$ cat src/core/isv_defines.vh
// register offsets, field positions and reset values of the interrupt vectoring block
`ifndef ISV_DEFINES_VH
`define ISV_DEFINES_VH
`define ISV_OFS_BASE_EN 8'h00
`define ISV_OFS_GROUP_EN 8'h04
`define ISV_OFS_TMR_CTRL 8'h08
`define ISV_OFS_TMR2_CTRL 8'h0c
`define ISV_OFS_SER1_CTRL 8'h10
`define ISV_OFS_GROUP_FLAG 8'h14
`define ISV_OFS_G8_EN 8'h18
`define ISV_OFS_G8_FLAG 8'h1c
`define ISV_OFS_G9_EN 8'h20
`define ISV_OFS_G9_FLAG 8'h24
`define ISV_OFS_G10_EN 8'h28
`define ISV_OFS_G10_FLAG 8'h2c
`define ISV_OFS_TIER 8'h30
`define ISV_OFS_STATUS 8'h34
`define ISV_OFS_ENH_EN 8'h38
`define ISV_BIT_GLOBAL_EN 7
`define ISV_BIT_EX0 0
`define ISV_BIT_ET0 1
`define ISV_BIT_EX1 2
`define ISV_BIT_ET1 3
`define ISV_BIT_ET2 5
`define ISV_BIT_ES1 6
`define ISV_BIT_IT0 0
`define ISV_BIT_IE0 1
`define ISV_BIT_IT1 2
`define ISV_BIT_IE1 3
`define ISV_BIT_TMR0_FLAG 5
`define ISV_BIT_TMR1_FLAG 7
`define ISV_BIT_TMR2_OVF 7
`define ISV_BIT_TMR2_EXT 6
`define ISV_BIT_SER1_RX 0
`define ISV_BIT_SER1_TX 1
`define ISV_BIT_G8 4
`define ISV_BIT_G9 5
`define ISV_BIT_G10 6
`define ISV_BIT_ENH_RX 0
`define ISV_BIT_ENH_TX 1
`define ISV_BIT_GRP8_EN 0
`define ISV_BIT_GRP9_EN 1
`define ISV_BIT_GRP10_EN 2
`define ISV_G8_MASK 8'hbf
`define ISV_G9_MASK 8'hec
`define ISV_G10_MASK 8'h07
`define ISV_RST_BYTE 8'h00
`define ISV_RST_TIER 9'h000
`define ISV_VEC_EXT0 8'h03
`define ISV_VEC_T0 8'h0b
`define ISV_VEC_EXT1 8'h13
`define ISV_VEC_T1 8'h1b
`define ISV_VEC_T2 8'h2b
`define ISV_VEC_S1 8'h3b
`define ISV_VEC_G8 8'h43
`define ISV_VEC_G9 8'h4b
`define ISV_VEC_G10 8'h53
`endif

$ cat src/core/isv_pin_sync.v
// two-flop synchroniser and falling-edge detector for the external inputs
`timescale 1ns/1ps
`default_nettype none
module isv_pin_sync #(
    parameter WIDTH = 3
) (
    input wire hclk,
    input wire hresetn,
    input wire [WIDTH-1:0] pin_in,
    output reg [WIDTH-1:0] level_sync,
    output reg [WIDTH-1:0] fall_pulse
);
    reg [WIDTH-1:0] meta_reg;
    reg [WIDTH-1:0] prev_reg;

    // pins idle high, so reset to ones to avoid a false edge
    always @(posedge hclk or negedge hresetn) begin
        if (!hresetn) begin
            meta_reg <= {WIDTH{1'b1}};
            level_sync <= {WIDTH{1'b1}};
            prev_reg <= {WIDTH{1'b1}};
        end else begin
            meta_reg <= pin_in;
            level_sync <= meta_reg;
            prev_reg <= level_sync;
        end
    end

    always @* begin
        fall_pulse = prev_reg & ~level_sync;
    end
endmodule // isv_pin_sync
`default_nettype wire

$ cat src/core/isv_irq_vectoring.v
// interrupt source mapping, flags, tiered selection and vector output
`timescale 1ns/1ps
`default_nettype none
`include "isv_defines.vh"
module isv_irq_vectoring #(
    parameter NSRC = 9
) (
    input wire hclk,
    input wire hresetn,
    input wire hsel,
    input wire [31:0] haddr,
    input wire [1:0] htrans,
    input wire hwrite,
    input wire [2:0] hsize,
    input wire [31:0] hwdata,
    input wire hready,
    output reg [31:0] hrdata,
    output reg hreadyout,
    output reg hresp,
    input wire ext_input_zero,
    input wire ext_input_one,
    input wire ext_input_two,
    input wire timer_zero_ovf,
    input wire timer_one_ovf,
    input wire timer_two_ovf,
    input wire timer_two_ext,
    input wire serial_one_rx,
    input wire serial_one_tx,
    input wire serial_two_tx,
    input wire serial_two_rx,
    input wire serial_four_tx,
    input wire serial_four_rx,
    input wire serial_two_baud_ovf,
    input wire serial_four_baud_ovf,
    input wire calibration_pulse_output_one,
    input wire serial_five_tx,
    input wire serial_five_rx,
    input wire serial_five_baud_ovf,
    input wire rtc_second_pulse,
    input wire calibration_pulse_output_two,
    input wire rtc_illegal_data,
    input wire enh_serial_rx_flag,
    input wire enh_serial_tx_flag,
    input wire enh_serial_overflow_flag,
    output reg irq_request,
    output reg irq_tier,
    output reg [7:0] irq_vector,
    output reg [3:0] irq_number
);
    reg [7:0] base_irq_enable_reg;
    reg [7:0] group_irq_enable_reg;
    reg [7:0] timer_control_reg;
    reg [7:0] timer_two_control_reg;
    reg [7:0] serial_one_control_reg;
    reg [7:0] group_irq_flag_reg;
    reg [7:0] group8_event_enable_reg;
    reg [7:0] group8_event_flag_reg;
    reg [7:0] group9_event_enable_reg;
    reg [7:0] group9_event_flag_reg;
    reg [7:0] group10_event_enable_reg;
    reg [7:0] group10_event_flag_reg;
    reg [7:0] enh_enable_reg;
    reg [NSRC-1:0] tier_reg;
    reg [7:0] addr_reg;
    reg wr_reg;
    reg rd_wait_reg;
    reg [31:0] rdata_next;
    wire [2:0] pin_level;
    wire [2:0] pin_fall;
    wire accept;
    wire [7:0] g8_ev;
    wire [7:0] g9_ev;
    wire [7:0] g10_ev;
    wire enh_ev;
    wire global_irq_enable;
    wire set_ie0;
    wire set_ie1;
    wire g8_req;
    wire g9_req;
    wire g10_req;
    wire [NSRC-1:0] pend;
    wire [NSRC-1:0] pend_hi;
    wire [NSRC-1:0] pend_pick;
    wire [3:0] pick_idx;

    isv_pin_sync #(.WIDTH(3)) u_pin_sync (
        .hclk(hclk),
        .hresetn(hresetn),
        .pin_in({ext_input_two, ext_input_one, ext_input_zero}),
        .level_sync(pin_level),
        .fall_pulse(pin_fall)
    );

    // lowest set bit is the smallest polling rank
    function [3:0] first_set;
        input [NSRC-1:0] v;
        integer i;
        begin
            first_set = 4'h0;
            for (i = NSRC - 1; i >= 0; i = i - 1) begin
                if (v[i]) begin
                    first_set = i[3:0];
                end
            end
        end
    endfunction

    function [7:0] vector_of;
        input [3:0] idx;
        begin
            case (idx)
                4'h0: vector_of = `ISV_VEC_EXT0;
                4'h1: vector_of = `ISV_VEC_T0;
                4'h2: vector_of = `ISV_VEC_EXT1;
                4'h3: vector_of = `ISV_VEC_T1;
                4'h4: vector_of = `ISV_VEC_T2;
                4'h5: vector_of = `ISV_VEC_S1;
                4'h6: vector_of = `ISV_VEC_G8;
                4'h7: vector_of = `ISV_VEC_G9;
                default: vector_of = `ISV_VEC_G10;
            endcase
        end
    endfunction

    function [3:0] number_of;
        input [3:0] idx;
        begin
            case (idx)
                4'h0: number_of = 4'h0;
                4'h1: number_of = 4'h1;
                4'h2: number_of = 4'h2;
                4'h3: number_of = 4'h3;
                4'h4: number_of = 4'h5;
                4'h5: number_of = 4'h7;
                4'h6: number_of = 4'h8;
                4'h7: number_of = 4'h9;
                default: number_of = 4'ha;
            endcase
        end
    endfunction

    // set wins over a software write in the same cycle
    function [7:0] flag_upd;
        input [7:0] cur;
        input wr;
        input [7:0] wdata;
        input [7:0] set;
        begin
            flag_upd = (wr ? wdata : cur) | set;
        end
    endfunction

    assign accept = hsel && htrans[1] && hready;
    assign global_irq_enable = base_irq_enable_reg[`ISV_BIT_GLOBAL_EN];

    // mode bit 1 selects falling edge, 0 selects low level
    assign set_ie0 = timer_control_reg[`ISV_BIT_IT0] ? pin_fall[0] : ~pin_level[0];
    assign set_ie1 = timer_control_reg[`ISV_BIT_IT1] ? pin_fall[1] : ~pin_level[1];

    assign g8_ev = {calibration_pulse_output_one, 1'b0, serial_four_baud_ovf,
        serial_two_baud_ovf, serial_four_rx, serial_four_tx, serial_two_rx,
        serial_two_tx};
    assign g9_ev = {calibration_pulse_output_two, rtc_second_pulse, serial_five_baud_ovf,
        1'b0, serial_five_rx, serial_five_tx, 2'b00};
    assign enh_ev = (enh_serial_rx_flag & enh_enable_reg[`ISV_BIT_ENH_RX])
        | (enh_serial_tx_flag & enh_enable_reg[`ISV_BIT_ENH_TX])
        | enh_serial_overflow_flag;
    assign g10_ev = {5'h00, pin_fall[2], enh_ev, rtc_illegal_data};

    // extended request needs group flag and an enabled event flag
    assign g8_req = group_irq_enable_reg[`ISV_BIT_GRP8_EN] & group_irq_flag_reg[`ISV_BIT_G8]
        & |(group8_event_flag_reg & group8_event_enable_reg);
    assign g9_req = group_irq_enable_reg[`ISV_BIT_GRP9_EN] & group_irq_flag_reg[`ISV_BIT_G9]
        & |(group9_event_flag_reg & group9_event_enable_reg);
    assign g10_req = group_irq_enable_reg[`ISV_BIT_GRP10_EN] & group_irq_flag_reg[`ISV_BIT_G10]
        & |(group10_event_flag_reg & group10_event_enable_reg);

    assign pend = {NSRC{global_irq_enable}} & {
        g10_req,
        g9_req,
        g8_req,
        base_irq_enable_reg[`ISV_BIT_ES1] & (serial_one_control_reg[`ISV_BIT_SER1_RX]
            | serial_one_control_reg[`ISV_BIT_SER1_TX]),
        base_irq_enable_reg[`ISV_BIT_ET2] & (timer_two_control_reg[`ISV_BIT_TMR2_OVF]
            | timer_two_control_reg[`ISV_BIT_TMR2_EXT]),
        base_irq_enable_reg[`ISV_BIT_ET1] & timer_control_reg[`ISV_BIT_TMR1_FLAG],
        base_irq_enable_reg[`ISV_BIT_EX1] & timer_control_reg[`ISV_BIT_IE1],
        base_irq_enable_reg[`ISV_BIT_ET0] & timer_control_reg[`ISV_BIT_TMR0_FLAG],
        base_irq_enable_reg[`ISV_BIT_EX0] & timer_control_reg[`ISV_BIT_IE0]};

    assign pend_hi = pend & tier_reg;
    assign pend_pick = (|pend_hi) ? pend_hi : pend;
    assign pick_idx = first_set(pend_pick);

    // ahb-lite slave: writes zero-wait, reads one wait state so a
    // write just before a read is already visible
    always @(posedge hclk or negedge hresetn) begin
        if (!hresetn) begin
            addr_reg <= 8'h00;
            wr_reg <= 1'b0;
            rd_wait_reg <= 1'b0;
            hreadyout <= 1'b1;
            hrdata <= 32'h0000_0000;
            hresp <= 1'b0;
        end else begin
            hresp <= 1'b0;
            if (rd_wait_reg) begin
                hrdata <= rdata_next;
                hreadyout <= 1'b1;
                rd_wait_reg <= 1'b0;
                wr_reg <= 1'b0;
            end else if (accept) begin
                addr_reg <= haddr[7:0];
                wr_reg <= hwrite;
                rd_wait_reg <= ~hwrite;
                hreadyout <= hwrite;
            end else begin
                wr_reg <= 1'b0;
            end
        end
    end

    always @* begin
        rdata_next = 32'h0000_0000;
        if (addr_reg == `ISV_OFS_BASE_EN) begin
            rdata_next[7:0] = base_irq_enable_reg;
        end else if (addr_reg == `ISV_OFS_GROUP_EN) begin
            rdata_next[7:0] = group_irq_enable_reg;
        end else if (addr_reg == `ISV_OFS_TMR_CTRL) begin
            rdata_next[7:0] = timer_control_reg;
        end else if (addr_reg == `ISV_OFS_TMR2_CTRL) begin
            rdata_next[7:0] = timer_two_control_reg;
        end else if (addr_reg == `ISV_OFS_SER1_CTRL) begin
            rdata_next[7:0] = serial_one_control_reg;
        end else if (addr_reg == `ISV_OFS_GROUP_FLAG) begin
            rdata_next[7:0] = group_irq_flag_reg;
        end else if (addr_reg == `ISV_OFS_G8_EN) begin
            rdata_next[7:0] = group8_event_enable_reg;
        end else if (addr_reg == `ISV_OFS_G8_FLAG) begin
            rdata_next[7:0] = group8_event_flag_reg;
        end else if (addr_reg == `ISV_OFS_G9_EN) begin
            rdata_next[7:0] = group9_event_enable_reg;
        end else if (addr_reg == `ISV_OFS_G9_FLAG) begin
            rdata_next[7:0] = group9_event_flag_reg;
        end else if (addr_reg == `ISV_OFS_G10_EN) begin
            rdata_next[7:0] = group10_event_enable_reg;
        end else if (addr_reg == `ISV_OFS_G10_FLAG) begin
            rdata_next[7:0] = group10_event_flag_reg;
        end else if (addr_reg == `ISV_OFS_TIER) begin
            rdata_next[NSRC-1:0] = tier_reg;
        end else if (addr_reg == `ISV_OFS_STATUS) begin
            rdata_next[13:0] = {irq_request, irq_tier, irq_number, irq_vector};
        end else if (addr_reg == `ISV_OFS_ENH_EN) begin
            rdata_next[7:0] = enh_enable_reg;
        end
    end

    // register file; only implemented bits are stored, the rest read zero
    always @(posedge hclk or negedge hresetn) begin
        if (!hresetn) begin
            base_irq_enable_reg <= `ISV_RST_BYTE;
            group_irq_enable_reg <= `ISV_RST_BYTE;
            timer_control_reg <= `ISV_RST_BYTE;
            timer_two_control_reg <= `ISV_RST_BYTE;
            serial_one_control_reg <= `ISV_RST_BYTE;
            group_irq_flag_reg <= `ISV_RST_BYTE;
            group8_event_enable_reg <= `ISV_RST_BYTE;
            group8_event_flag_reg <= `ISV_RST_BYTE;
            group9_event_enable_reg <= `ISV_RST_BYTE;
            group9_event_flag_reg <= `ISV_RST_BYTE;
            group10_event_enable_reg <= `ISV_RST_BYTE;
            group10_event_flag_reg <= `ISV_RST_BYTE;
            enh_enable_reg <= `ISV_RST_BYTE;
            tier_reg <= `ISV_RST_TIER;
        end else begin
            if (wr_reg && addr_reg == `ISV_OFS_BASE_EN) begin
                base_irq_enable_reg <= hwdata[7:0] & 8'hef;
            end
            if (wr_reg && addr_reg == `ISV_OFS_GROUP_EN) begin
                group_irq_enable_reg <= hwdata[7:0] & 8'h07;
            end
            if (wr_reg && addr_reg == `ISV_OFS_G8_EN) begin
                group8_event_enable_reg <= hwdata[7:0] & `ISV_G8_MASK;
            end
            if (wr_reg && addr_reg == `ISV_OFS_G9_EN) begin
                group9_event_enable_reg <= hwdata[7:0] & `ISV_G9_MASK;
            end
            if (wr_reg && addr_reg == `ISV_OFS_G10_EN) begin
                group10_event_enable_reg <= hwdata[7:0] & `ISV_G10_MASK;
            end
            if (wr_reg && addr_reg == `ISV_OFS_ENH_EN) begin
                enh_enable_reg <= hwdata[7:0] & 8'h03;
            end
            if (wr_reg && addr_reg == `ISV_OFS_TIER) begin
                tier_reg <= hwdata[NSRC-1:0];
            end
            timer_control_reg <= flag_upd(timer_control_reg,
                wr_reg && addr_reg == `ISV_OFS_TMR_CTRL, hwdata[7:0] & 8'haf,
                {timer_one_ovf, 1'b0, timer_zero_ovf, 1'b0, set_ie1, 1'b0, set_ie0,
                1'b0});
            timer_two_control_reg <= flag_upd(timer_two_control_reg,
                wr_reg && addr_reg == `ISV_OFS_TMR2_CTRL, hwdata[7:0] & 8'hc0,
                {timer_two_ovf, timer_two_ext, 6'h00});
            serial_one_control_reg <= flag_upd(serial_one_control_reg,
                wr_reg && addr_reg == `ISV_OFS_SER1_CTRL, hwdata[7:0] & 8'h03,
                {6'h00, serial_one_tx, serial_one_rx});
            group8_event_flag_reg <= flag_upd(group8_event_flag_reg,
                wr_reg && addr_reg == `ISV_OFS_G8_FLAG, hwdata[7:0] & `ISV_G8_MASK,
                g8_ev);
            group9_event_flag_reg <= flag_upd(group9_event_flag_reg,
                wr_reg && addr_reg == `ISV_OFS_G9_FLAG, hwdata[7:0] & `ISV_G9_MASK,
                g9_ev);
            group10_event_flag_reg <= flag_upd(group10_event_flag_reg,
                wr_reg && addr_reg == `ISV_OFS_G10_FLAG, hwdata[7:0] & `ISV_G10_MASK,
                g10_ev);
            // group flag set by any enabled event; clearing it before the
            // event flag lets a leftover event flag stay silent
            group_irq_flag_reg <= flag_upd(group_irq_flag_reg,
                wr_reg && addr_reg == `ISV_OFS_GROUP_FLAG, hwdata[7:0] & 8'h70,
                {1'b0, |(g10_ev & group10_event_enable_reg),
                |(g9_ev & group9_event_enable_reg),
                |(g8_ev & group8_event_enable_reg), 4'h0});
        end
    end

    // vector outputs registered so the core sees a stable pick
    always @(posedge hclk or negedge hresetn) begin
        if (!hresetn) begin
            irq_request <= 1'b0;
            irq_tier <= 1'b0;
            irq_vector <= 8'h00;
            irq_number <= 4'h0;
        end else begin
            irq_request <= |pend;
            irq_tier <= |pend_hi;
            irq_vector <= (|pend) ? vector_of(pick_idx) : 8'h00;
            irq_number <= (|pend) ? number_of(pick_idx) : 4'h0;
        end
    end
endmodule // isv_irq_vectoring
`default_nettype wire

$ cat config.mk
export PLATFORM = sky130hd
export DESIGN_NAME = isv_irq_vectoring
export DESIGN_NICKNAME = d
export VERILOG_FILES = /design/src/core/isv_pin_sync.v /design/src/core/isv_irq_vectoring.v
export VERILOG_INCLUDE_DIRS = /design/src /design/src/core
export SDC_FILE = /design/constraint.sdc
export NUM_CORES = 1
export LEC_CHECK = 0
export BUFFER_PORTS_ARGS = -buffer_cell sky130_fd_sc_hd__clkbuf_2
export CORE_MARGIN = 2
export CORE_UTILIZATION = 40
export CTS_BUF_LIST = sky130_fd_sc_hd__clkbuf_8
export CTS_CLUSTER_SIZE = 28
export DETAILED_ROUTE_END_ITERATION = 10
export PLACE_DENSITY = 0.69
export SETUP_SLACK_MARGIN = 0.5
export SLEW_MARGIN = 15
export SYNTH_ARGS = -nofsm -noshare
export SYNTH_HDL_FRONTEND = slang
export SYNTH_SLANG_ARGS = --single-unit
$ cat constraint.sdc
create_clock -name hclk -period 2.3 [get_ports hclk]
set_input_delay 0.115 -clock hclk [delete_from_list [all_inputs] [get_ports hclk]]
set_output_delay 0.115 -clock hclk [all_outputs]
set_load 0.01 [all_outputs]
# == Yosys cells after proc, flatten, opt, wreduce, memory -nomap -nowiden ==
# Memory sizes are Yosys's and may differ from the RTL's.
# Index checks and enable logic that the tools add are counted.
# word_totals
romBits,64
register_bits,140
inputBits,99
mem_count,2
output_inout_bits,48
word_cells,166
# memory_table
name,words,word_bits,read_ports,rd_clocked_by_memory_dff,write_ports,line_no,source
(name not given),8,4,1,0,0,isv_irq_vectoring.v:111,case (idx)
(name not given),8,4,1,0,0,isv_irq_vectoring.v:128,case (idx)
# classes
eq_ne,14
n_reduce_logical,27
n_mux,58
bitwise,39
# ops
op,count
8-bit two-way mux,22
6-bit two-way mux,13
8-bit by 6-bit == test with 1-bit output (second input constant),7
8-bit OR reduction,6
4-bit two-way mux,11
8-bit bitwise AND,4
8-bit by 5-bit == test with 1-bit output (second input constant),4
8-bit bitwise OR,4
9-bit bitwise AND,2
9-bit two-way mux,2
9-bit OR reduction,2
8-bit by 4-bit == test with 1-bit output (second input constant),2
1-bit logical AND,16
1-bit bitwise AND,14
8-bit by 3-bit bitwise AND with 8-bit output,1
8-bit by 3-bit == test with 1-bit output (second input constant),1
8-bit zero test,1
1-bit two-way mux,8
8-bit by 2-bit bitwise OR with 8-bit output,1
8-bit by 3-bit bitwise OR with 8-bit output,1
8-bit by 7-bit bitwise OR with 8-bit output,1
3-bit bitwise AND,2
5-bit two-way mux,1
1-bit NOT,4
5 further kinds,8

# == Depth between registers and ports, before layout ==
# Gate-level depths: netlist (run 1).
# An unclocked memory read counts as a cell.
# depth
ltp_word,19
mapped_depth,9
ltp_nobuf,7

# == Modules after synthesis ==
# Synthesis (run 1) repeated with hierarchy kept, for this count alone.
# hier_totals
cells_unflattened,496
hier_area_um2,5388.9
# modules_own_cells
mod,n_inst,cells_each,area_per_inst_um2,seq_area_each_um2
isv_irq_vectoring,1,484,5111.2,2378.5
isv_pin_sync,1,12,277.8,236.5

# == Least setup slack after synthesis (run 1) ==
# OpenSTA, ideal clock, no wires.
# synth_timing
path_kind,reg-to-reg
from,register addr_reg[4]
to,register hrdata[7]
arrival_time_ps,1822
synth_period_minus_slack_ps,1959
t_required_ps,2163
stages_incl_launch_ff,9
setup_time_ps,137
setup_slack_ps,341
path_cell_list,dfrtp_1 nor4b_1 and4_1 buf_2 a221o_1 a221oi_1 a31oi_1 a211oi_1 a21oi_1
# synth_between
elab_chain_len,15
elab_cells_between_ends,28
# synth_rtl
item,line_no,source
"start, declared",isv_irq_vectoring.v:64,reg [7:0] addr_reg;
"start signal, assigned",isv_irq_vectoring.v:213,addr_reg <= haddr[7:0];
8-bit by 6-bit == test with 1-bit output (no line),-,
8-bit two-way mux,isv_irq_vectoring.v:251,end else if (addr_reg == `ISV_OFS_STATUS) begin
9-bit two-way mux,isv_irq_vectoring.v:249,end else if (addr_reg == `ISV_OFS_TIER) begin
8-bit two-way mux,isv_irq_vectoring.v:247,end else if (addr_reg == `ISV_OFS_G10_FLAG) begin
8-bit two-way mux,isv_irq_vectoring.v:245,end else if (addr_reg == `ISV_OFS_G10_EN) begin
8-bit two-way mux,isv_irq_vectoring.v:243,end else if (addr_reg == `ISV_OFS_G9_FLAG) begin
8-bit two-way mux,isv_irq_vectoring.v:241,end else if (addr_reg == `ISV_OFS_G9_EN) begin
8-bit two-way mux,isv_irq_vectoring.v:239,end else if (addr_reg == `ISV_OFS_G8_FLAG) begin
8-bit two-way mux,isv_irq_vectoring.v:237,end else if (addr_reg == `ISV_OFS_G8_EN) begin
8-bit two-way mux,isv_irq_vectoring.v:235,end else if (addr_reg == `ISV_OFS_GROUP_FLAG) begin
8-bit two-way mux,isv_irq_vectoring.v:233,end else if (addr_reg == `ISV_OFS_SER1_CTRL) begin
8-bit two-way mux,isv_irq_vectoring.v:231,end else if (addr_reg == `ISV_OFS_TMR2_CTRL) begin
8-bit two-way mux,isv_irq_vectoring.v:229,end else if (addr_reg == `ISV_OFS_TMR_CTRL) begin
8-bit two-way mux,isv_irq_vectoring.v:227,end else if (addr_reg == `ISV_OFS_GROUP_EN) begin
8-bit two-way mux *,isv_irq_vectoring.v:225,if (addr_reg == `ISV_OFS_BASE_EN) begin
"end signal, assigned",isv_irq_vectoring.v:208,hrdata <= rdata_next;
"end, declared",isv_irq_vectoring.v:17,"output reg [31:0] hrdata,"
# Mark *: on every way between the ends. The rest lies on a longest branch, timed or not.
# A chain may end at the register's enable or synchronous reset.

# == Worst setup path in the final report (run 1) ==
# layout_timing
from,register group8_event_flag_reg[3]
to,register irq_number[0]
# layout_between
elab_chain_len,18
elab_cells_between_ends,20
# layout_rtl
item,line_no,source
"start, declared",isv_irq_vectoring.v:57,reg [7:0] group8_event_flag_reg;
"start signal, assigned",isv_irq_vectoring.v:268,group8_event_flag_reg <= `ISV_RST_BYTE;
"start signal, assigned",isv_irq_vectoring.v:307,"group8_event_flag_reg <= flag_upd(group8_event_flag_reg,"
8-bit bitwise AND *,isv_irq_vectoring.v:172,& |(group8_event_flag_reg & group8_event_enable_reg);
8-bit OR reduction *,isv_irq_vectoring.v:172,
1-bit bitwise AND *,isv_irq_vectoring.v:171,assign g8_req = group_irq_enable_reg[`ISV_BIT_GRP8_EN] & group_irq_flag_reg[`ISV_BIT_G8]
9-bit bitwise AND *,isv_irq_vectoring.v:178,assign pend = {NSRC{global_irq_enable}} & {
9-bit bitwise AND,isv_irq_vectoring.v:191,assign pend_hi = pend & tier_reg;
9-bit OR reduction,isv_irq_vectoring.v:192,assign pend_pick = (|pend_hi) ? pend_hi : pend;
9-bit two-way mux,isv_irq_vectoring.v:192,
4-bit two-way mux (8 in a row),isv_irq_vectoring.v:101,if (v[i]) begin
memory 8 x 4 bit / 4-bit two-way mux (equally long branches),-,
4-bit two-way mux,isv_irq_vectoring.v:128,
4-bit two-way mux *,isv_irq_vectoring.v:337,irq_number <= (|pend) ? number_of(pick_idx) : 4'h0;
"end signal, assigned",isv_irq_vectoring.v:337,
"end, declared",isv_irq_vectoring.v:48,output reg [3:0] irq_number
# Marks and branches as above.

==> results_dict.tcl, run 1 <==
set metrics [dict create \
    vias 5080 \
    synth_area_um2 5390 \
    grt_max_degree 58 \
    ys_seq_elements 104 \
    fin_skew_ps 17.1 \
    coreArea_um2 13200 \
    antenna_found_initial 0 \
    grt_pass1_vias 4869 \
    die_h_um 120 \
    status "finished, final reports clean" \
    required_ps 2590 \
    rr_worst_depth 9 \
    clock_power_share_pct 23.0 \
    multi_input_area_um2 3100 \
    antenna_left 0 \
    cts_tree "done" \
    fin_hold_ws_ps 61.5 \
    ys_warn_count 0 \
    clockBufferDepth 2 \
    drv_cap 0 \
    std_cell_rows 42 \
    cp.arrival_ps 2470 \
    endpoint_kind "flop" \
    first_pass_iters 5 \
    rsz0062_at_grt "true" \
    setup_viol 0 \
    cts-buffers-inserted 9 \
    layout-drive-gt1-share_pct 50.8 \
    reg2reg_from "group8_event_flag_reg[3]" \
    io_buffers 74 \
    min_path_type "in -> reg" \
    n_antenna_cell 0 \
    seqPwrFrac_pct 48.9 \
    relSlewSlack_pct 59.0 \
    largest_reg_flops 14 \
    wl_per_cell_um 21.2 \
    synthTopCellsByCount "dfrtp_1 (94), mux2_2 (45), nand2_1 (30)" \
    syn2layout_area_growth_pct 44.6 \
    rrSetupSlack_ps 120 \
    initialDrtViolationCount 617 \
    p_leak_uw 0.00340 \
    layout_min_cycle_time_ps 2180 \
    post-route-period-util_pct 94.6 \
    synthCells 479 \
    synth-seq-area-share_pct 48.6 \
    path_class "reg -> reg" \
    ir_drop_uv 452 \
    dp_hpwl_um 12000 \
    setup_tns_ps 0 \
    switching_share_pct 33.3 \
    grt-ovfl-total 0 \
    vias_per_cell 5.89 \
    ys_async_sr_fraction_pct 100 \
    hp-start "hwdata[4]" \
    cts_sinks 104 \
    synth_largest_area_cell "dfrtp_1" \
    gp_congestion 0.954 \
    drc 0 \
    io_pins 147 \
    p_per_area_nw_per_um2 573 \
    cts-root-buf "clkbuf_8" \
    start_util_pct 40.8 \
    ys.flop_type "dfrtp_1" \
    n_fill_cell 1058 \
    fin_nets 781 \
    htree_levels 3 \
    synth_area_leaders "dfrtp_1 (44%), mux2_2 (9.4%), dfstp_2 (4.9%)" \
    switchingPower_uw 1480 \
    p_int_uw 2970 \
    avgSynthCellArea_um2 11.2 \
    synth_top_area_share_pct 43.7 \
    worstMarginPinSlew_ps 615 \
    grt_pass1_wl_um 27300 \
    track_usage_pct 25.0 \
    dieArea_um2 14400 \
    regArea_um2 2630 \
    yosysUniqueCellTypes 70 \
    synth_most_common_cell "dfrtp_1" \
    hold_depth 2 \
    final_hold_viol_count 0 \
    fmax_mhz 459 \
    synth_edf_count 0 \
    postRouteWirelength_um 18300 \
    hold_end "tier_reg[4]" \
    path_clk_slew_ps 100 \
    share_comb_of_total_power_pct 28.0 \
    reg2reg_to "irq_number[0]" \
    chipWidth_um 120 \
    report.final.slew_viol_count 0 \
    critPathLaunchType "flop" \
    clk_latency_ps 400 \
    critPathMaxFanout 5 \
]
==> critical path: stages, from the launching register on <==
cell,delay [ps]
dfrtp_1,420
a222oi_1,400
nand3_2,210
buf_6,180
a31oi_4,240
buf_4,160
a21oi_2,40
o22ai_2,210
nor4_4,70
nand2b_1,140
==> power groups by stage <==
stage,clock network (µW),logic [µW],registers [µW]
after CTS,1050,1080,2170
after global routing,1130,1320,2200
after detailed placement,0,850,2200
final,1030,1250,2180
after floorplan,0,545,2160
after global placement,0,843,2190
==> final cells by class <==
class	instances	area share, %
clock inverters	7	0.530
well taps	176	2.83
flip-flops and latches	104	33.7
multi-input cells	345	39.9
inverters	7	0.338
repair buffers	215	21.1
clock buffers	9	1.59
==> worst max-delay path by stage <==
stage / from / to / slack, ps / cells past startpoint
6_report: group8_event_flag_reg[3] / irq_number[0] / 120 / 9
2_1_floorplan: addr_reg[4] / hrdata[7] / 440 / 8
4_1_cts: group8_event_enable_reg[3] / irq_number[1] / 240 / 7
3_5_place_dp: group9_event_flag_reg[5] / irq_number[1] / 70 / 7
5_1_grt: group8_event_enable_reg[3] / irq_number[0] / 30 / 9
3_3_place_gp: group9_event_flag_reg[5] / irq_number[1] / 80 / 7
==> kinds of logic (layout without fill, tap and decap cells) <==
group	Yosys count	after routing	synth area share (%)
simple gates	142	143	15.6
compound gates	124	125	18.4
flops	104	104	48.6
mux	56	56	11.5
buf+inv	52	238	5.95
other cells	1	21	0.0696
==> what timing repair did <==
item	4_1_cts	5_1_grt
buffers inserted	38	27
endpoints found under the setup margin	77	80
hold buffers	37	0
endpoints found under the hold margin	78	0
resized for setup	87	53
cloned	1	1
pin swaps	48	30
==> per-layer routing <==
| layer | vias up | share of wire (%) | global-route usage [%] | wire length [µm] |
|---|---|---|---|---|
| li1 | 2204 | - | - | - |
| met3 | 58 | 8.9 | 5.23 | 1630 |
| met4 | 0 | 3.8 | 10.1 | 702 |
| met2 | 327 | 45 | 37.4 | 8280 |
| met1 | 2491 | 42 | 35.3 | 7710 |
| met5 | - | 0 | 0 | 0 |
==> metrics by stage <==
step           cell area [µm²]  util [%]  setup WS [ps]  cells  total power [µW]
2_1_floorplan             5560         -            436    499              2710
3_3_place_gp              6150      46.6           81.4    743              3030
3_5_place_dp              6150      46.6           66.5    743              3050
4_1_cts                   7330      55.6            239    835              4300
5_1_grt                   7780      59.0           29.9    863              4650
6_report                  7780      59.0            124    863              4460
==> cells in the final DEF (no fill, tap or decap), types with 5 or more instances in the layout <==
master         instances
a211o_1               19
a21oi_1                9
a21oi_2                6
a222oi_1               9
a22oi_1                8
a31oi_1                5
and3_1                17
buf_4                 75
buf_6                 29
clkbuf_2              73
clkbuf_8               9
conb_1                21
dfrtp_1               86
dfrtp_2                8
dfstp_2               10
dlygate4sd3_1         37
inv_1                  8
mux2_2                43
mux2i_1                8
nand2_1               19
nand2_4                9
nand3_1                9
nand3_2                5
nand4_1                7
nor2_1                16
nor2_4                10
nor2b_1                6
o21ai_0                8
Power figures use the tool's default switching activity.
==> run 2, diff against run 1 <==
--- a/config.mk
+++ b/config.mk
@@ -16,3 +16,3 @@
 export SETUP_SLACK_MARGIN = 0.5
-export SLEW_MARGIN = 15
+export SLEW_MARGIN = 30
 export SYNTH_ARGS = -nofsm -noshare
==> constraint.sdc (replaced) <==
create_clock -name hclk -period 2.3 [get_ports hclk]
set_input_delay 0 -clock hclk [delete_from_list [all_inputs] [get_ports hclk]]
set_output_delay 0 -clock hclk [all_outputs]
set_load 0.01 [all_outputs]
==> run 2 against run 1 <==
Net effect: sequential cell count unchanged; die area unchanged; non-clock buffer count is 4 higher; clock skew barely moved; critical path type unchanged; largest cell class unchanged.
==> results_dict.tcl, run 2 (same netlist as run 1, synthesis figures left out) <==
set metrics [dict create \
    status "finished, final reports clean" \
    finalWorstSetupSlack_ps 119 \
    antenna_found_initial 0 \
    cts-root-buf "clkbuf_8" \
    report.final.slew_viol_count 0 \
    clk_latency_ps 390 \
    cts_sinks 104 \
    largest_reg_flops 14 \
    n_antenna_cell 0 \
    coreArea_um2 13200 \
    fin_nets 785 \
    layout_common_cells "dfrtp_1 (86), clkbuf_2 (73), buf_4 (69)" \
    grt_max_degree 46 \
    required_ps 2570 \
    chipWidth_um 120 \
    p_int_uw 3310 \
    hp-start "hwdata[6]" \
    rr_worst_depth 8 \
    seqPwrFrac_pct 45.4 \
    std_cell_rows 42 \
    layout_min_cycle_time_ps 2180 \
    relSlewSlack_pct 57.7 \
    min_path_type "in -> reg" \
    critPathMaxFanout 5 \
    initialDrtViolationCount 501 \
    vias_per_cell 5.90 \
    postRouteWirelength_um 18600 \
    dp_slack_ps -15.8 \
    track_usage_pct 25.3 \
    clock_power_share_pct 28.2 \
    clockBufferDepth 2 \
    p_leak_uw 0.00345 \
    cp.arrival_ps 2450 \
    vias 5116 \
    antenna_left 0 \
    rrSetupSlack_ps 120 \
    dp_hpwl_um 12300 \
    hold_depth 2 \
    worstMarginPinSlew_ps 634 \
    cts-buffers-inserted 9 \
    grt_pass1_vias 4876 \
    grt_pass1_wl_um 27700 \
    grt-ovfl-total 0 \
    place_inst 744 \
    io_buffers 74 \
    first_pass_iters 8 \
    htree_levels 3 \
    path_class "reg -> reg" \
    endpoint_kind "flop" \
    rsz0062_at_grt "true" \
    hold_end "timer_two_control_reg[6]" \
    fin_hold_ws_ps 23.2 \
    syn2layout_area_growth_pct 47.3 \
    p_per_area_nw_per_um2 603 \
    cts_tree "done" \
    final_cell_count_no_fill 867 \
    reg2reg_from "base_irq_enable_reg[3]" \
    setup_tns_ps 0 \
    ir_drop_uv 421 \
    path_clk_slew_ps 100 \
    die_h_um 120 \
    wl_per_cell_um 21.4 \
    setup_viol 0 \
    gp_congestion 0.916 \
    reg2reg_to "irq_number[1]" \
    layout-drive-gt1-share_pct 50.4 \
    dieArea_um2 14400 \
    critPathLaunchType "flop" \
    fin_skew_ps 17.4 \
    io_pins 147 \
    switchingPower_uw 1480 \
    layout_commonest_cell "dfrtp_1" \
    fmax_mhz 459 \
    share_comb_of_total_power_pct 26.4 \
    post-route-period-util_pct 94.8 \
    switching_share_pct 30.9 \
    drc 0 \
    utilization_pct 60.1 \
    start_util_pct 40.8 \
    final_hold_viol_count 0 \
    drv_cap 0 \
]
## run 2: changes by cell type in the layout (fill, tap and decap cells not counted), moves of 3 or more
cell,before,now
buf_6,29,35
bufinv_16,0,3
dlygate4sd3_1,37,40
a22oi_2,4,1
nor2_2,0,3
a22oi_1,8,11
buf_4,75,69
## run 2: per-stage QoR
| stage | power, µW | area [µm²] |
|---|---|---|
| CTS | 4640 | 7490 |
| global route | 5000 | 7930 |
| finish | 4790 | 7930 |
| floorplan | 2710 | 5560 |
| global placement | 3030 | 6150 |
| detailed placement | 3050 | 6150 |
## run 2: worst max-delay path by stage
stage | start | end | slack [ps] | depth (start not counted)
2_1_floorplan | addr_reg[4] | hrdata[7] | 440 | 8
3_3_place_gp | base_irq_enable_reg[7] | irq_number[3] | -20 | 7
3_5_place_dp | base_irq_enable_reg[7] | irq_number[1] | -20 | 7
4_1_cts | group8_event_enable_reg[3] | irq_number[1] | 220 | 8
5_1_grt | group8_event_flag_reg[3] | irq_number[3] | 30 | 8
6_report | base_irq_enable_reg[3] | irq_number[1] | 120 | 8
## run 2: cell type report
type / instances / area (µm²)
Inverter: 7 / 30.0
Tap cell: 176 / 220
Sequential cell: 104 / 2630
Multi-Input combinational cell: 345 / 3100
Clock buffer: 9 / 124
Fill cell: 1052 / 5260
Clock inverter: 7 / 115
Timing Repair Buffer: 219 / 1720
## run 2: routing by layer
| layer | vias up | share of wire, % | track usage, % |
|---|---|---|---|
| met2 | 298 | 46 | 38.6 |
| met3 | 51 | 9.3 | 6.04 |
| met1 | 2556 | 41 | 34.6 |
| met4 | 0 | 3.4 | 10.1 |
| met5 | - | 0 | 0 |
| li1 | 2211 | - | - |
## run 2: worst max-delay path: stages, from the launching register on
cell and delay, ps:
dfrtp_1 490, nand4_1 280, o2111ai_4 240, nor3_4 80, buf_4 160, and4bb_1 190
o311a_1 360, o211ai_1 180, a21oi_1 80
## run 2: what timing repair did
| item | in CTS | in global routing |
|---|---|---|
| pin swaps | 49 | 45 |
| setup endpoints to repair | 77 | 88 |
| hold buffers | 39 | 1 |
| endpoints found under the hold margin | 114 | 1 |
| buffers inserted | 46 | 19 |
| resized for setup | 84 | 63 |
| gates cloned | 2 | 0 |
## run 2: power by group through the flow
stage	sequential (µW)	combinational (µW)	clock (µW)
after floorplan	2160	545	0
after global placement	2190	838	0
after detailed placement	2200	850	0
after CTS	2160	1110	1370
after global routing	2190	1350	1460
final	2170	1260	1350
==> run 3, diff against run 2 <==
PLACE_DENSITY = unset   (was 0.69)
==> run 3 against run 2 <==
Net effect: combinational power up 4%; register-to-register slack about the same; worst setup slack worse by 3.4 ps; sequential power about the same; die area stayed put; hold slack better by 76 ps; sequential share of layout area down 0.64 points.
==> results_dict.tcl, run 3 (same netlist as run 1, synthesis figures left out) <==
set metrics [dict create \
    clock_power_share_pct 26.6 \
    drv_cap 0 \
    min_path_type "in -> async" \
    io_buffers 74 \
    reg2reg_to "irq_number[0]" \
    n_antenna_cell 0 \
    chipWidth_um 120 \
    htree_levels 3 \
    required_ps 2580 \
    first_pass_iters 6 \
    path_class "reg -> reg" \
    endpoint_kind "flop" \
    clockBufferDepth 2 \
    p_int_uw 3250 \
    dp_slack_ps -22.7 \
    antenna_left 0 \
    std_cell_rows 42 \
    antenna_found_initial 0 \
    fin_nets 790 \
    grt_pass1_wl_um 27500 \
    switching_share_pct 31.8 \
    postRouteWirelength_um 18800 \
    fin_hold_ws_ps 99.2 \
    layout_commonest_cell "dfrtp_1" \
    start_util_pct 40.8 \
    die_h_um 120 \
    drc 0 \
    io_pins 147 \
    dp_hpwl_um 12200 \
    cts-root-buf "clkbuf_8" \
    wl_per_cell_um 21.5 \
    rrSetupSlack_ps 120 \
    syn2layout_area_growth_pct 50.4 \
    clk_latency_ps 410 \
    p_leak_uw 0.00358 \
    cts_sinks 104 \
    reg2reg_from "base_irq_enable_reg[7]" \
    setup_tns_ps 0 \
    seqPwrFrac_pct 45.9 \
    grt-ovfl-total 0 \
    setup_viol 0 \
    largest_reg_flops 14 \
    p_per_area_nw_per_um2 588 \
    share_comb_of_total_power_pct 27.5 \
    switchingPower_uw 1510 \
    critPathLaunchType "flop" \
    grt_max_degree 69 \
    gp_congestion 0.942 \
    coreArea_um2 13200 \
    cts_tree "done" \
    finalWorstSetupSlack_ps 116 \
    layout-drive-gt1-share_pct 51.3 \
    rr_worst_depth 8 \
    vias 5072 \
    cts-buffers-inserted 9 \
    cp.arrival_ps 2470 \
    layout_common_cells "dfrtp_1 (85), buf_4 (74), clkbuf_2 (73)" \
    fin_skew_ps 24.7 \
    path_clk_slew_ps 120 \
    rsz0062_at_grt "true" \
    ir_drop_uv 290 \
    vias_per_cell 5.82 \
    grt_pass1_vias 4720 \
    layout_min_cycle_time_ps 2180 \
    dieArea_um2 14400 \
    report.final.slew_viol_count 0 \
    final_hold_viol_count 0 \
    track_usage_pct 25.4 \
    fmax_mhz 458 \
    critPathMaxFanout 16 \
    status "finished, final reports clean" \
    initialDrtViolationCount 479 \
    post-route-period-util_pct 95.0 \
]
run 3: changes by cell type in the layout (fill, tap and decap cells not counted), moves of 4 or more:
cell,change
and3_1,-4
and3_4,+4
buf_4,+5
buf_6,-4
mux2_2,-25
mux2_4,+25
run 3: layout make-up:
class	instances	area [µm²]
sequential	104	2630
tap	176	220
fill	1035	5090
clock buffer	9	124
multi-input combinational	345	3250
inverter	7	26.3
clock inverter	7	88.8
timing repair buffer	224	1770
run 3: through the flow:
stage | total power, µW | util [%] | cells | instance area [µm²]
2_1_floorplan | 2710 | - | 499 | 5560
3_3_place_gp | 3040 | 46.9 | 748 | 6180
3_5_place_dp | 3060 | 46.9 | 748 | 6180
4_1_cts | 4580 | 57.1 | 849 | 7530
5_1_grt | 4970 | 61.4 | 872 | 8100
6_report | 4760 | 61.4 | 872 | 8100
run 3: timing repair:
item | CTS | global route
setup endpoints to repair | 76 | 80
gates resized for setup | 89 | 90
hold buffers | 42 | 0
cloned | 2 | 0
setup buffers | 41 | 23
hold endpoints to repair | 91 | 0
pin swaps | 37 | 56
run 3: worst max path at each step:
stage	from	end	slack, ps	cells past startpoint
6_report	base_irq_enable_reg[7]	irq_number[0]	120	8
5_1_grt	group8_event_flag_reg[3]	irq_number[3]	-30	8
4_1_cts	group8_event_enable_reg[3]	irq_number[3]	160	8
3_5_place_dp	base_irq_enable_reg[7]	irq_number[1]	-20	7
3_3_place_gp	group9_event_enable_reg[3]	irq_number[1]	-5	8
2_1_floorplan	addr_reg[4]	hrdata[7]	440	8
run 3: power groups by stage:
stage               combinational, µW  sequential, µW  clock (µW)
floorplan                         545            2160           0
global placement                  842            2200           0
detailed placement                852            2200           0
CTS                              1100            2180        1300
global route                     1390            2200        1380
finish                           1310            2180        1270
run 3: layer usage:
layer	global-route usage, %	share of wire, %	vias up
li1	-	-	2225
met1	35.6	44	2519
met2	38.5	46	290
met3	5.75	7.5	38
met4	9.12	3.2	0
met5	0	0	-
run 3: worst max-delay path, cell delays in order (launching register included):
cell and delay [ps]:
dfrtp_4 580, and3_4 220, a22o_4 280, nor3_4 250
buf_4 180, a21oi_1 90, o22ai_2 260, nor4_4 70
nand2b_1 140
